<file path="config.mk">
export PLATFORM = sky130hd
export DESIGN_NAME = ccps_top
export DESIGN_NICKNAME = d
export VERILOG_FILES = /design/src/ccps_pkg.sv /design/src/ccps_top.sv /design/src/ccps_sync.sv /design/src/ccps_ramp.sv
export VERILOG_INCLUDE_DIRS = /design/src
export SDC_FILE = /design/constraint.sdc
export NUM_CORES = 1
export LEC_CHECK = 0
export ABC_AREA = 1
export BUFFER_PORTS_ARGS = -buffer_cell sky130_fd_sc_hd__clkbuf_2
export CAP_MARGIN = 20
export CORE_UTILIZATION = 50
export CTS_CLUSTER_DIAMETER = 150
export DETAILED_ROUTE_END_ITERATION = 10
export PLACE_DENSITY = 0.69
export SYNTH_ARGS = -nofsm -noshare
export SYNTH_HDL_FRONTEND = slang
export SYNTH_SLANG_ARGS = --single-unit
</file>
<file path="constraint.sdc">
create_clock -name clk_sys -period 6.4 [get_ports clk_sys]
set_input_delay 0.96 -clock clk_sys [delete_from_list [all_inputs] [get_ports clk_sys]]
set_output_delay 0.96 -clock clk_sys [all_outputs]
set_load 0.05 [all_outputs]
</file>
<file path="src/ccps_cfg.svh">
// Offsets, field positions, reset values and timing counts.
// Assumes inclusion by bare name from ccps_top, ccps_ramp and the bench.
`ifndef CCPS_CFG_SVH
`define CCPS_CFG_SVH
`define CCPS_IDX_CORE      12'h81c
`define CCPS_IDX_SOUT      12'h81e
`define CCPS_IDX_MPCFG     12'h821
`define CCPS_IDX_PWR       12'h822
`define CCPS_IDX_OSC       12'h826
`define CCPS_IDX_CONV      12'h827
`define CCPS_IDX_STAT      12'h828
`define CCPS_BIT_ADCMUTE   4
`define CCPS_BIT_DACMUTE   3
`define CCPS_BIT_CORERUN   2
`define CCPS_BIT_RATE_LO   0
`define CCPS_BIT_OBF_LO    0
`define CCPS_BIT_SOMASTER  2
`define CCPS_BIT_MULTIPURPOSE_PIN_11_LO   12
`define CCPS_MULTIPURPOSE_PIN_11_BCLK     4'h1
`define CCPS_BIT_ADCPD     0
`define CCPS_BIT_DACPD_LO  1
`define CCPS_BIT_REF_A     6
`define CCPS_BIT_REF_B     7
`define CCPS_BIT_OSCPD     0
`define CCPS_REG_RESET     16'h0000
`define CCPS_PLL_CYCLES    218
`define CCPS_BOOT_NS       42000
`define CCPS_CLK_MHZ       125
`define CCPS_RAMP_STEPS    64
`endif

</file>
<file path="src/ccps_pkg.sv">
// Types shared by the clock and power setup block.
// Assumes ccps_cfg.svh supplies the numeric constants.
package ccps_pkg;
	typedef enum logic [1:0] {
		CCPS_ST_PLL  = 2'b00,
		CCPS_ST_BOOT = 2'b01,
		CCPS_ST_RUN  = 2'b10
	} ccps_state_t;
	typedef struct packed {
		logic       adcPowerDown;
		logic [3:0] dacPowerDown;
		logic       refPowerDown;
		logic       oscPowerDown;
	} ccps_power_t;
	typedef struct packed {
		logic [1:0] ratioSel;
		logic [9:0] ratio;
	} ccps_clkmode_t;
endpackage : ccps_pkg

</file>
<file path="src/ccps_top.sv">
// Core clock, power and startup control with a Wishbone register slave.
// Assumes a classic Wishbone master on clk_sys and pins from outside.
// Notes on behaviour
// Host writes ones to both mutes and core run for basic operation.
// Host programs the converter setup field to 01.
// Active-low mute bits; a change starts a gradual volume ramp.
// Core run cleared zeroes accumulators and data in/out registers.
// Host loads memories with core halted, then restores all three bits.
// Power bits zero enable sections; a one powers a section down.
// One ADC power-down bit for both ADCs; one bit per DAC.
// Reference powers down only when bits 6 and 7 are both set.
// Last multipurpose pin drives divided core clock when configured.
// Oscillator on by default; a one in its bit powers it down.
// Ratio pins decode to 64, 256, 384 or 512 times sample rate.
// The PLL turns the master clock into the core clock.
// Double rate needs 32, 128, 192 or 256 times the sample rate.
// Quad rate needs 16, 64, 96 or 128 times the sample rate.
// A running master clock must be present at power-up.
// Ratio pins change only while reset is held low.
// Ratio mode is latched at reset release; reset is synchronised.
// Start-up lasts fixed master clock cycles; no access until done. Boot part counts clk_sys cycles; only writes are dropped, reads answer.
// Reset zeroes control registers and loads boot contents.
`timescale 1ns/10ps
`include "ccps_cfg.svh"
module ccps_top #(
	parameter int PLL_CYCLES = `CCPS_PLL_CYCLES,
	parameter int BOOT_CYCLES =
		(`CCPS_BOOT_NS * `CCPS_CLK_MHZ + 999) / 1000
) (
	// Clock and reset.
	input  wire logic                  clk_sys,
	input  wire logic                  resetn,
	// Wishbone slave.
	input  wire logic                  wb_cyc_i,
	input  wire logic                  wb_stb_i,
	input  wire logic                  wb_we_i,
	input  wire logic [13:0]           wb_adr_i,
	input  wire logic [3:0]            wb_sel_i,
	input  wire logic [31:0]           wb_dat_i,
	output logic      [31:0]           wb_dat_o,
	output logic                       wb_ack_o,
	// Pins.
	input  wire logic                  master_clock_in,
	input  wire logic                  clk_ratio_sel0,
	input  wire logic                  clk_ratio_sel1,
	output logic                       multipurpose_pin_11,
	output logic                       multipurpose_pin_11_oen,
	// Core status to the analog and processing sections.
	output ccps_pkg::ccps_power_t      powerCtl,
	output ccps_pkg::ccps_clkmode_t    clkMode,
	output logic                       coreClear,
	output logic                       bootDone,
	output logic      [7:0]            adcLevel,
	output logic      [7:0]            dacLevel
);
	import ccps_pkg::*;
	generate
		if (PLL_CYCLES < 1 || BOOT_CYCLES < 1) begin : g_chk
			$error("Start-up counts must be positive.");
		end
	endgenerate

	////////////////////////////////////////////////////////////////////////
	// Pin synchronisers and reset release.
	// The ratio code reads {sel0, sel1}, so sel0 is its upper bit.
	logic [2:0] pinSync;
	ccps_sync #(.WIDTH(3)) u_sync (
		.clk_sys (clk_sys),
		.resetn  (resetn),
		.din     ({master_clock_in, clk_ratio_sel0, clk_ratio_sel1}),
		.dout    (pinSync)
	);
	// Four stages match the pin filter's four-cycle delay, so the latch sees settled pins.
	logic [3:0] rstSyncReg;
	always_ff @(posedge clk_sys or negedge resetn) begin
		if (!resetn) begin
			rstSyncReg <= 4'h0;
		end else begin
			rstSyncReg <= {rstSyncReg[2:0], 1'b1};
		end
	end
	wire logic runEn = rstSyncReg[3];

	////////////////////////////////////////////////////////////////////////
	// Start-up sequencer: PLL lock count, then boot.
	ccps_state_t stReg, stNext;
	logic [31:0] cntReg, cntNext;
	logic        mclkPrevReg, mclkPrevNext;
	logic        latchedReg, latchedNext;
	logic        doneReg, doneNext;
	ccps_clkmode_t modeReg, modeNext;
	wire logic mclkRise = pinSync[2] & ~mclkPrevReg;
	function automatic logic [9:0] ratioOf(input logic [1:0] s);
		case (s)
			2'b00: ratioOf = 10'd64;
			2'b01: ratioOf = 10'd256;
			2'b10: ratioOf = 10'd384;
			default: ratioOf = 10'd512;
		endcase
	endfunction : ratioOf
	always_comb begin
		stNext = stReg;
		cntNext = cntReg;
		mclkPrevNext = pinSync[2];
		latchedNext = latchedReg;
		modeNext = modeReg;
		// Pins are read once after release; later changes are ignored.
		if (runEn && !latchedReg) begin
			latchedNext = 1'b1;
			modeNext.ratioSel = pinSync[1:0];
			modeNext.ratio = ratioOf(pinSync[1:0]);
		end
		case (stReg)
			CCPS_ST_PLL: begin
				// Counts master clock edges; a dead clock stalls here.
				if (runEn && mclkRise) begin
					if (cntReg == 32'(PLL_CYCLES - 1)) begin
						stNext = CCPS_ST_BOOT;
						cntNext = 32'h0;
					end else begin
						cntNext = cntReg + 32'h1;
					end
				end
			end
			CCPS_ST_BOOT: begin
				if (cntReg == 32'(BOOT_CYCLES - 1)) begin
					stNext = CCPS_ST_RUN;
					cntNext = 32'h0;
				end else begin
					cntNext = cntReg + 32'h1;
				end
			end
			default: begin
				stNext = CCPS_ST_RUN;
			end
		endcase
		doneNext = (stNext == CCPS_ST_RUN);
	end
	always_ff @(posedge clk_sys or negedge resetn) begin
		if (!resetn) begin
			stReg <= CCPS_ST_PLL;
			cntReg <= 32'h0;
			mclkPrevReg <= 1'b0;
			latchedReg <= 1'b0;
			modeReg <= '0;
			doneReg <= 1'b0;
		end else begin
			stReg <= stNext;
			cntReg <= cntNext;
			mclkPrevReg <= mclkPrevNext;
			latchedReg <= latchedNext;
			modeReg <= modeNext;
			doneReg <= doneNext;
		end
	end
	wire logic ready = doneReg;

	////////////////////////////////////////////////////////////////////////
	// Register file and Wishbone slave.
	logic [15:0] coreReg, coreNext, soutReg, soutNext, mpReg, mpNext;
	logic [15:0] pwrReg, pwrNext, oscReg, oscNext, convReg, convNext;
	logic        ackReg, ackNext;
	logic [31:0] datReg, datNext;
	wire logic [11:0] idx = wb_adr_i[13:2];
	wire logic req = wb_cyc_i & wb_stb_i & ~ackReg;
	wire logic wr = req & wb_we_i & ready;
	function automatic logic [15:0] merge(input logic [15:0] old,
		input logic [31:0] d, input logic [3:0] sel);
		merge = {sel[1] ? d[15:8] : old[15:8], sel[0] ? d[7:0] : old[7:0]};
	endfunction : merge
	always_comb begin
		coreNext = coreReg;
		soutNext = soutReg;
		mpNext = mpReg;
		pwrNext = pwrReg;
		oscNext = oscReg;
		convNext = convReg;
		ackNext = req;
		datNext = 32'h0;
		// Writes before start-up ends are dropped but still acknowledged.
		if (wr && idx == `CCPS_IDX_CORE) begin
			coreNext = merge(coreReg, wb_dat_i, wb_sel_i);
		end else if (wr && idx == `CCPS_IDX_SOUT) begin
			soutNext = merge(soutReg, wb_dat_i, wb_sel_i);
		end else if (wr && idx == `CCPS_IDX_MPCFG) begin
			mpNext = merge(mpReg, wb_dat_i, wb_sel_i);
		end else if (wr && idx == `CCPS_IDX_PWR) begin
			pwrNext = merge(pwrReg, wb_dat_i, wb_sel_i);
		end else if (wr && idx == `CCPS_IDX_OSC) begin
			oscNext = merge(oscReg, wb_dat_i, wb_sel_i);
		end else if (wr && idx == `CCPS_IDX_CONV) begin
			convNext = merge(convReg, wb_dat_i, wb_sel_i);
		end
		if (!req || wb_we_i) begin
			datNext = 32'h0;
		end else if (idx == `CCPS_IDX_CORE) begin
			datNext = {16'h0, coreReg};
		end else if (idx == `CCPS_IDX_SOUT) begin
			datNext = {16'h0, soutReg};
		end else if (idx == `CCPS_IDX_MPCFG) begin
			datNext = {16'h0, mpReg};
		end else if (idx == `CCPS_IDX_PWR) begin
			datNext = {16'h0, pwrReg};
		end else if (idx == `CCPS_IDX_OSC) begin
			datNext = {16'h0, oscReg};
		end else if (idx == `CCPS_IDX_CONV) begin
			datNext = {16'h0, convReg};
		end else if (idx == `CCPS_IDX_STAT) begin
			datNext = {16'h0, 1'b0, ready, stReg, modeReg.ratioSel, modeReg.ratio};
		end
	end
	always_ff @(posedge clk_sys or negedge resetn) begin
		if (!resetn) begin
			coreReg <= `CCPS_REG_RESET;
			soutReg <= `CCPS_REG_RESET;
			mpReg <= `CCPS_REG_RESET;
			pwrReg <= `CCPS_REG_RESET;
			oscReg <= `CCPS_REG_RESET;
			convReg <= `CCPS_REG_RESET;
			ackReg <= 1'b0;
			datReg <= 32'h0;
		end else begin
			coreReg <= coreNext;
			soutReg <= soutNext;
			mpReg <= mpNext;
			pwrReg <= pwrNext;
			oscReg <= oscNext;
			convReg <= convNext;
			ackReg <= ackNext;
			datReg <= datNext;
		end
	end
	assign wb_ack_o = ackReg;
	assign wb_dat_o = datReg;

	////////////////////////////////////////////////////////////////////////
	// Power, core clear and mute ramps.
	ccps_power_t pwrOutReg, pwrOutNext;
	logic        clearReg, clearNext;
	always_comb begin
		pwrOutNext.adcPowerDown = pwrReg[`CCPS_BIT_ADCPD];
		pwrOutNext.dacPowerDown = pwrReg[`CCPS_BIT_DACPD_LO +: 4];
		pwrOutNext.refPowerDown =
			pwrReg[`CCPS_BIT_REF_A] & pwrReg[`CCPS_BIT_REF_B];
		pwrOutNext.oscPowerDown = oscReg[`CCPS_BIT_OSCPD];
		// Held clear until boot is done, so no stale data leaks out.
		clearNext = ~coreReg[`CCPS_BIT_CORERUN] | ~ready;
	end
	always_ff @(posedge clk_sys or negedge resetn) begin
		if (!resetn) begin
			pwrOutReg <= '0;
			clearReg <= 1'b1;
		end else begin
			pwrOutReg <= pwrOutNext;
			clearReg <= clearNext;
		end
	end
	assign powerCtl = pwrOutReg;
	assign coreClear = clearReg;
	assign clkMode = modeReg;
	assign bootDone = ready;

	logic [7:0] tickCntReg, tickCntNext;
	always_comb begin
		tickCntNext = tickCntReg + 8'h01;
	end
	always_ff @(posedge clk_sys or negedge resetn) begin
		if (!resetn) begin
			tickCntReg <= 8'h00;
		end else begin
			tickCntReg <= tickCntNext;
		end
	end
	wire logic rampTick = (tickCntReg == 8'hff);
	ccps_ramp u_adc_ramp (
		.clk_sys (clk_sys),
		.resetn  (resetn),
		.tick    (rampTick),
		.unmute  (coreReg[`CCPS_BIT_ADCMUTE]),
		.level   (adcLevel)
	);
	ccps_ramp u_dac_ramp (
		.clk_sys (clk_sys),
		.resetn  (resetn),
		.tick    (rampTick),
		.unmute  (coreReg[`CCPS_BIT_DACMUTE]),
		.level   (dacLevel)
	);

	////////////////////////////////////////////////////////////////////////
	// Bit clock output on the last multipurpose pin.
	logic [3:0] divReg, divNext;
	logic       bclkReg, bclkNext, oenReg, oenNext;
	wire logic bclkOn = (mpReg[`CCPS_BIT_MULTIPURPOSE_PIN_11_LO +: 4] == `CCPS_MULTIPURPOSE_PIN_11_BCLK) &
		soutReg[`CCPS_BIT_SOMASTER];
	wire logic [1:0] obf = soutReg[`CCPS_BIT_OBF_LO +: 2];
	always_comb begin
		divNext = divReg + 4'h1;
		bclkNext = bclkReg;
		oenNext = ~bclkOn;
		// Half period 1, 2, 4 or 8 cycles of the core clock.
		// A lowered setting takes effect at once instead of wrapping.
		if (!bclkOn) begin
			divNext = 4'h0;
			bclkNext = 1'b0;
		end else if (divReg >= 4'((1 << obf) - 1)) begin
			divNext = 4'h0;
			bclkNext = ~bclkReg;
		end
	end
	always_ff @(posedge clk_sys or negedge resetn) begin
		if (!resetn) begin
			divReg <= 4'h0;
			bclkReg <= 1'b0;
			oenReg <= 1'b1;
		end else begin
			divReg <= divNext;
			bclkReg <= bclkNext;
			oenReg <= oenNext;
		end
	end
	assign multipurpose_pin_11 = bclkReg;
	assign multipurpose_pin_11_oen = oenReg;

	////////////////////////////////////////////////////////////////////////
	// Checks.
	refPd_a: assert property (@(posedge clk_sys) disable iff (!resetn)
		powerCtl.refPowerDown == $past(pwrReg[6] & pwrReg[7]))
		else $error("Reference power-down mismatch.");
	adcPd_a: assert property (@(posedge clk_sys) disable iff (!resetn)
		$rose(pwrReg[0]) |=> powerCtl.adcPowerDown)
		else $error("ADC power-down not applied.");
	oscPd_a: assert property (@(posedge clk_sys) disable iff (!resetn)
		$rose(oscReg[0]) |=> powerCtl.oscPowerDown)
		else $error("Oscillator power-down not applied.");
	coreClr_a: assert property (@(posedge clk_sys) disable iff (!resetn)
		!coreReg[2] |=> coreClear)
		else $error("Core not cleared while halted.");
	noEarly_a: assert property (@(posedge clk_sys) disable iff (!resetn)
		!ready |=> $stable(coreReg) && $stable(pwrReg))
		else $error("Register changed before start-up ended.");
	modeHold_a: assert property (@(posedge clk_sys) disable iff (!resetn)
		latchedReg |=> $stable(clkMode))
		else $error("Clock mode changed after latching.");
	ratio_a: assert property (@(posedge clk_sys) disable iff (!resetn)
		latchedReg && clkMode.ratioSel == 2'b01 |-> clkMode.ratio == 10'd256)
		else $error("Ratio decode wrong.");
	bclkOff_a: assert property (@(posedge clk_sys) disable iff (!resetn)
		!bclkOn [*2] |-> multipurpose_pin_11_oen && !multipurpose_pin_11)
		else $error("Pin driven while not configured.");
	bclkDiv_a: assert property (@(posedge clk_sys) disable iff (!resetn)
		bclkOn && obf == 2'b00 && $past(bclkOn) && $past(obf) == 2'b00
		&& $past(bclkOn, 2) |-> multipurpose_pin_11 != $past(multipurpose_pin_11))
		else $error("Bit clock divider wrong.");
	ramp_a: assert property (@(posedge clk_sys) disable iff (!resetn)
		(adcLevel != $past(adcLevel)) |-> $past(rampTick))
		else $error("Level moved without a ramp step.");
endmodule : ccps_top

</file>
<file path="src/ccps_sync.sv">
// Three-stage synchroniser with agreement filter for pin inputs.
// Assumes the input is asynchronous to clk_sys.
`timescale 1ns/10ps
module ccps_sync #(
	parameter int WIDTH = 1
) (
	// Clock and reset.
	input  wire logic             clk_sys,
	input  wire logic             resetn,
	// Data.
	input  wire logic [WIDTH-1:0] din,
	output logic      [WIDTH-1:0] dout
);
	logic [WIDTH-1:0] s1Reg, s2Reg, s3Reg, outReg, outNext;
	generate
		if (WIDTH < 1) begin : g_chk
			$error("WIDTH must be positive.");
		end
	endgenerate
	always_comb begin
		outNext = (s2Reg == s3Reg) ? s3Reg : outReg;
	end
	always_ff @(posedge clk_sys or negedge resetn) begin
		if (!resetn) begin
			s1Reg  <= '0;
			s2Reg  <= '0;
			s3Reg  <= '0;
			outReg <= '0;
		end else begin
			s1Reg  <= din;
			s2Reg  <= s1Reg;
			s3Reg  <= s2Reg;
			outReg <= outNext;
		end
	end
	assign dout = outReg;
endmodule : ccps_sync

</file>
<file path="src/ccps_ramp.sv">
// Per-converter volume ramp toward full or zero level.
// Assumes one step per tick pulse from the parent.
`timescale 1ns/10ps
`include "ccps_cfg.svh"
module ccps_ramp #(
	parameter int STEPS = `CCPS_RAMP_STEPS
) (
	// Clock and reset.
	input  wire logic       clk_sys,
	input  wire logic       resetn,
	// Control.
	input  wire logic       tick,
	input  wire logic       unmute,
	output logic      [7:0] level
);
	localparam logic [7:0] TOP = 8'(STEPS);
	logic [7:0] levelReg, levelNext;
	generate
		if (STEPS < 1 || STEPS > 255) begin : g_chk
			$error("STEPS out of range.");
		end
	endgenerate
	// Gradual steps avoid clicks when a mute bit changes.
	always_comb begin
		levelNext = levelReg;
		if (tick && unmute && levelReg < TOP) begin
			levelNext = levelReg + 8'h01;
		end else if (tick && !unmute && levelReg != 8'h00) begin
			levelNext = levelReg - 8'h01;
		end
	end
	always_ff @(posedge clk_sys or negedge resetn) begin
		if (!resetn) begin
			levelReg <= 8'h00;
		end else begin
			levelReg <= levelNext;
		end
	end
	assign level = levelReg;
endmodule : ccps_ramp

</file>
# Word-level counts from Yosys, hierarchy flattened

Cells that the tools add are included.

Multiplexer cells: 25
Shift operators: 1
Bitwise gates (word level): 19
Equality and inequality tests: 18
Reductions and logical operators: 41
Add/subtract/negate cells: 8
Order comparisons: 3

Operators with widths:

| operator                | count |
|---|---|
| $mux W16                | 7 |
| $mux W32                | 3 |
| $eq A12 B12 Y1 const B  | 7 |
| $pmux W32 S2            | 1 |
| $add A32 B1 Y32 const B | 1 |
| $eq A32 B13 Y1 const B  | 1 |
| $eq A32 B8 Y1 const B   | 1 |
| $mux W8                 | 4 |
| $pmux W10 S3            | 1 |
| $add A8 B1 Y8 const B   | 3 |
| $logic_and A1 B1 Y1     | 16 |
| $lt A8 B7 Y1 const B    | 2 |
| $reduce_bool A8 Y1      | 2 |
| $sub A8 B1 Y8 const B   | 2 |
| $mux W15                | 1 |
| $reduce_and A7 Y1       | 2 |
| $reduce_and A6 Y1       | 2 |
| $not A1 Y1              | 11 |
| $reduce_and A5 Y1       | 2 |
| $eq A8 B8 Y1 const B    | 1 |
| $mux W4                 | 2 |
| $reduce_and A4 Y1       | 2 |
| $and A1 B1 Y1           | 7 |
| $mux W2                 | 3 |
| other kinds (19)        | 31 |

Word-level logic and storage cells: 152
Output and inout port bits: 72
Input bits: 58
Register bits: 232

# Logic depth before layout (Yosys ltp)

Depth in word-level cells: 9
Mapped depth: 15
Depth with buffers taken out: 15

# Modules after synthesis

Synthesis repeated with hierarchy kept, for this count alone.

Cells, all modules: 1,206
Area total of the unflattened synthesis: 10,318.6 um2

By module, submodules not included:

| module    | cells each | times used | area an instance (um2) |
|---|---|---|---|
| ccps_top  | 981        | 1          | 8,604.5 |
| ccps_ramp | 96         | 2          | 654.4 |
| ccps_sync | 33         | 1          | 405.4 |

# Worst setup path before layout

OpenSTA, ideal clock, no wires.

Kind: flip-flop to flip-flop
Start: register tickCntReg[0]
End: register u_dac_ramp.levelReg[5], in the netlist u_dac_ramp.level[5]
Setup slack: 3.930 ns
Data required time: 6.276 ns
Stages on the path, launching flop included: 15
Path buffers: 0
Arrival time: 2.346 ns
Period minus slack after synthesis: 2.470 ns
Cell sequence: dfrtp_1 ha_1 nand3_1 nor2_2 nand2_1 nor2_4 nand3_1 ha_1 a21oi_1 nand2_1 a21oi_1 nor2_1 nor2_1 xor2_1 a21oi_1

Cells in the longest elaborated chain, start to end: 4

Ends and longest elaborated chain:

| element                                              | RTL line                         | RTL |
|---|---|---|
| start: declaration                                   | ccps_top.sv:263                  | `logic [7:0] tickCntReg, tickCntNext;` |
| start signal: assignment                             | ccps_top.sv:271                  | `tickCntReg <= tickCntNext;` |
| $eq A8 B8 Y1 (*)                                     | ccps_top.sv:274                  | `wire logic rampTick = (tickCntReg == 8'hff);` |
| $logic_and A1 B1 Y1 (on tied branches) (2 in series) | ccps_ramp.sv:26, ccps_ramp.sv:28 |  |
| $mux W8 / $reduce_bool A2 Y1 (equally long branches) | n/a                              |  |
| end signal: assignment                               | ccps_ramp.sv:36                  | `levelReg <= levelNext;` |
| end: declaration                                     | ccps_ramp.sv:17                  | `logic [7:0] levelReg, levelNext;` |

Mark *: on every way between the ends. The rest lies on a longest branch, timed or not.
A chain may end at the register's enable or synchronous reset.

# Worst setup path in the final report

Start: input wb_adr_i[9]
End: register mpReg[2]

Cells in the longest elaborated chain, start to end: 4

Ends and longest elaborated chain:

| element                                | RTL line        | RTL |
|---|---|---|
| start: declaration                     | ccps_top.sv:37  | `input wire logic [13:0] wb_adr_i,` |
| $eq A12 B12 Y1 (no source line)        | n/a             |  |
| $logic_and A1 B1 Y1 (no source line)   | n/a             |  |
| $not A1 Y1 (no source line)            | n/a             |  |
| $reduce_and A4 Y1 (no source line) (*) | n/a             |  |
| end signal: assignment                 | ccps_top.sv:216 | `` mpReg <= `CCPS_REG_RESET; `` |
| end signal: assignment                 | ccps_top.sv:225 | `mpReg <= mpNext;` |
| end: declaration                       | ccps_top.sv:160 | `logic [15:0] coreReg, coreNext, soutReg, soutNext, mpReg, mpNext;` |

Marks and branches as above.

==> metrics.txt <==
total net switching power=0.000806 W; slowest cell on the critical path=nor2_4; Synth Area in Adders=3.29%; Die Footprint=22100 um2; Main synth FF type=dfrtp_1; Post-Layout Cell Count=1593; Post-CTS Hold Buffers=0; kind of critical path=in -> reg; CTS buffer count=24; CORE AREA=21000 um2; clock root buffer=clkbuf_16; port buffer count=87; Clock Pin Slew Worst Setup and Hold Paths=0.06 ns; HPWL Detailed=17.0 mm; sw frac=26.1%; Syn Std Cell Area=10700 um2; Die Height=148 um; Startpoint Class=input port; Flop pwr share=45.9%; element type at the critical path end=flop; worst hold slack=0.345 ns; status=finished clean; RSZ-0062 raised after global routing=false; post-route cell area=12100 um2; IO Count=130; Slew HR=45.9%; Avg Inst Size Synth=8.85 um2; minimum clock period=3.04 ns; Lkg Pwr=5.96 nW; Post-DP Area=11200 um2; Synth Area in Simple Gates=22.8%; final setup vio count=0; All-Layer GR Usage=22.8%; mux contribution to synthesized area=0.420%; Layout Area Growth over Synthesis=12.7%; drt first pass iters=6; vias in the first global route=7954; Critical Path AT=3.43 ns; remaining antenna violation count=0; Max clock buf depth=3; routed wire length per instance=15.1 um; starting density of the core=51.0%; initial drt markers=531; Syn Inst Count=1213; DRC violation count after routing=0; ys async rst share=100%; first-pass GRT wire length=40.1 mm; worst slew pin tran=0.811 ns; VDD IR max=0.330 mV; Antenna diodes=0; Final Hold Vio Count=0; GPL Wtd Cong=0.905; Synth Area in Compound Gates=12.8%; Setup Fix Bufs, Post-CTS=0; type of the most critical hold path=reg -> reg; Logic pwr share=9.0%; CP cell instances=clkbuf_2, nor2_2, nand3_2, nor2_4, inv_2, nor2_2, nand2_1, inv_1, nand2_2, nand2_1, o21ai_2; chip width=148 um; CTS H-tree depth=1; Std-Cell Rows=53; cts repair resizes=0; Yosys reg bits=210; highest clock rate=0.328 GHz; Layout fillers=1918; Clock power frac=45.0%; Detailed Route WL=24.1 mm; layout cells sized above 1=19.1%; worst-skew pair later-pin latency=0.52 ns; fin crit share=47.6%; CTS tree=built; Nets=1386; commonest non-fill, non-tap cell in the layout=nand2_1; setup TNS=0 ns; number of synthesized flops with an enable pin=0; commonest non-fill, non-tap cells in the layout=278 x nand2_1, 208 x dfrtp_1, 105 x inv_1; Design Power=0.00308 W; worst stage delay on the critical path=0.59 ns; pwr dens=255 nW/um2; sequential area share after synthesis=49.0%; Synthesis Warnings=0; Synth cell types=49; # placed instances=1548; post-DR vias/cell=5.23; max cap viols=0; Vias=8339; dominant combinational cell family by area after synthesis=simple AND/OR/NAND/NOR gates; initial antenna violation count=0; Crit Path Max Fanout=32; skew final=0.0131 ns; Worst EP required=6.79 ns; internal power=0.00228 W; clk sinks=210; GRT overflow=0; Final Max Slew Viols=0; Synth Area in XOR/XNOR=3.84%; largest net degree at the start of global routing=83
cells in the mapped netlist, types with 23 or more instances:
cell	instances	share of area, %
a21oi_1	58	2.7
buf_4	28	2.0
dfrtp_1	208	49
ha_1	25	2.9
inv_1	105	3.7
nand2_1	278	9.7
nand3_1	77	3.6
nand4_1	25	1.5
nor2_1	89	3.1
o21ai_0	48	2.2
o21ai_1	23	1.1
o21ai_2	70	5.7
xor2_1	34	2.8
final timing paths:
check                              start             endpoint  slack [ns]  cells past startpoint
min                        rstSyncReg[2]        rstSyncReg[3]        0.34                      0
min reg2reg                rstSyncReg[2]        rstSyncReg[3]        0.34                      0
min in group asynchronous         resetn          wb_dat_o[0]        0.36                      1
max reg2reg                tickCntReg[0]  u_dac_ramp.level[5]        3.57                     14
max in group asynchronous         resetn  u_dac_ramp.level[5]        4.81                      2
max                          wb_adr_i[9]             mpReg[2]        3.36                     11
critical path: cells and delay by family:
kind	cells	cell delay, ns
simple gates	7	2.04
compound gates	1	0.06
buf+inv	3	0.38
layer usage:
metal | global-route usage, % | wire length (um) | up-vias
met4 | 6.96 | 610 | 0
met2 | 36.3 | 11100 | 190
li1 | - | - | 4143
met1 | 32.4 | 11200 | 3965
met5 | 0 | 0 | -
met3 | 3.07 | 1190 | 41
cell families after synthesis:
family          count (synthesis)
buf+inv                       169
fa+ha+maj                      27
mux                             4
simple gates                  539
flops                         210
compound gates                215
xor+xnor                       47
other cells                     2
power groups by stage:
stage / sequential, W / combinational (W) / clock (W)
final: 0.00142 / 0.000279 / 0.00139
after global routing: 0.00142 / 0.000311 / 0.00147
after CTS: 0.00142 / 0.000281 / 0.00142
after detailed placement: 0.00144 / 0.000279 / 0
after global placement: 0.00144 / 0.000274 / 0
after floorplan: 0.00148 / 0.000145 / 0
state kept, by name, indices dropped and copies added (netlist names), 6 cells and up:
signal / flops
clkMode: 6
soutReg: 16
pwrReg: 16
coreReg: 16
cntReg: 32
u_adc_ramp.level: 8
convReg: 16
powerCtl: 7
mpReg: 16
wb_dat_o: 16
tickCntReg: 8
u_dac_ramp.level: 8
oscReg: 16
layout make-up:
type	count	area [um2]	area share [%]
Sequential cell	210	5260	43.5
Multi-Input combinational cell	856	4720	39.1
Clock buffer	34	699	5.79
Timing Repair Buffer	95	522	4.32
Inverter	114	430	3.56
Tap cell	275	344	2.85
Clock inverter	9	111	0.921
through the flow:
step,utilization [%],setup WS (ns)
detailed placement,53.5,2.85
CTS,57.4,3.38
global placement,53.5,2.92
finish,57.5,3.36
global route,57.5,3.09
floorplan,-,3.93
Power figures use the tool's default switching activity.
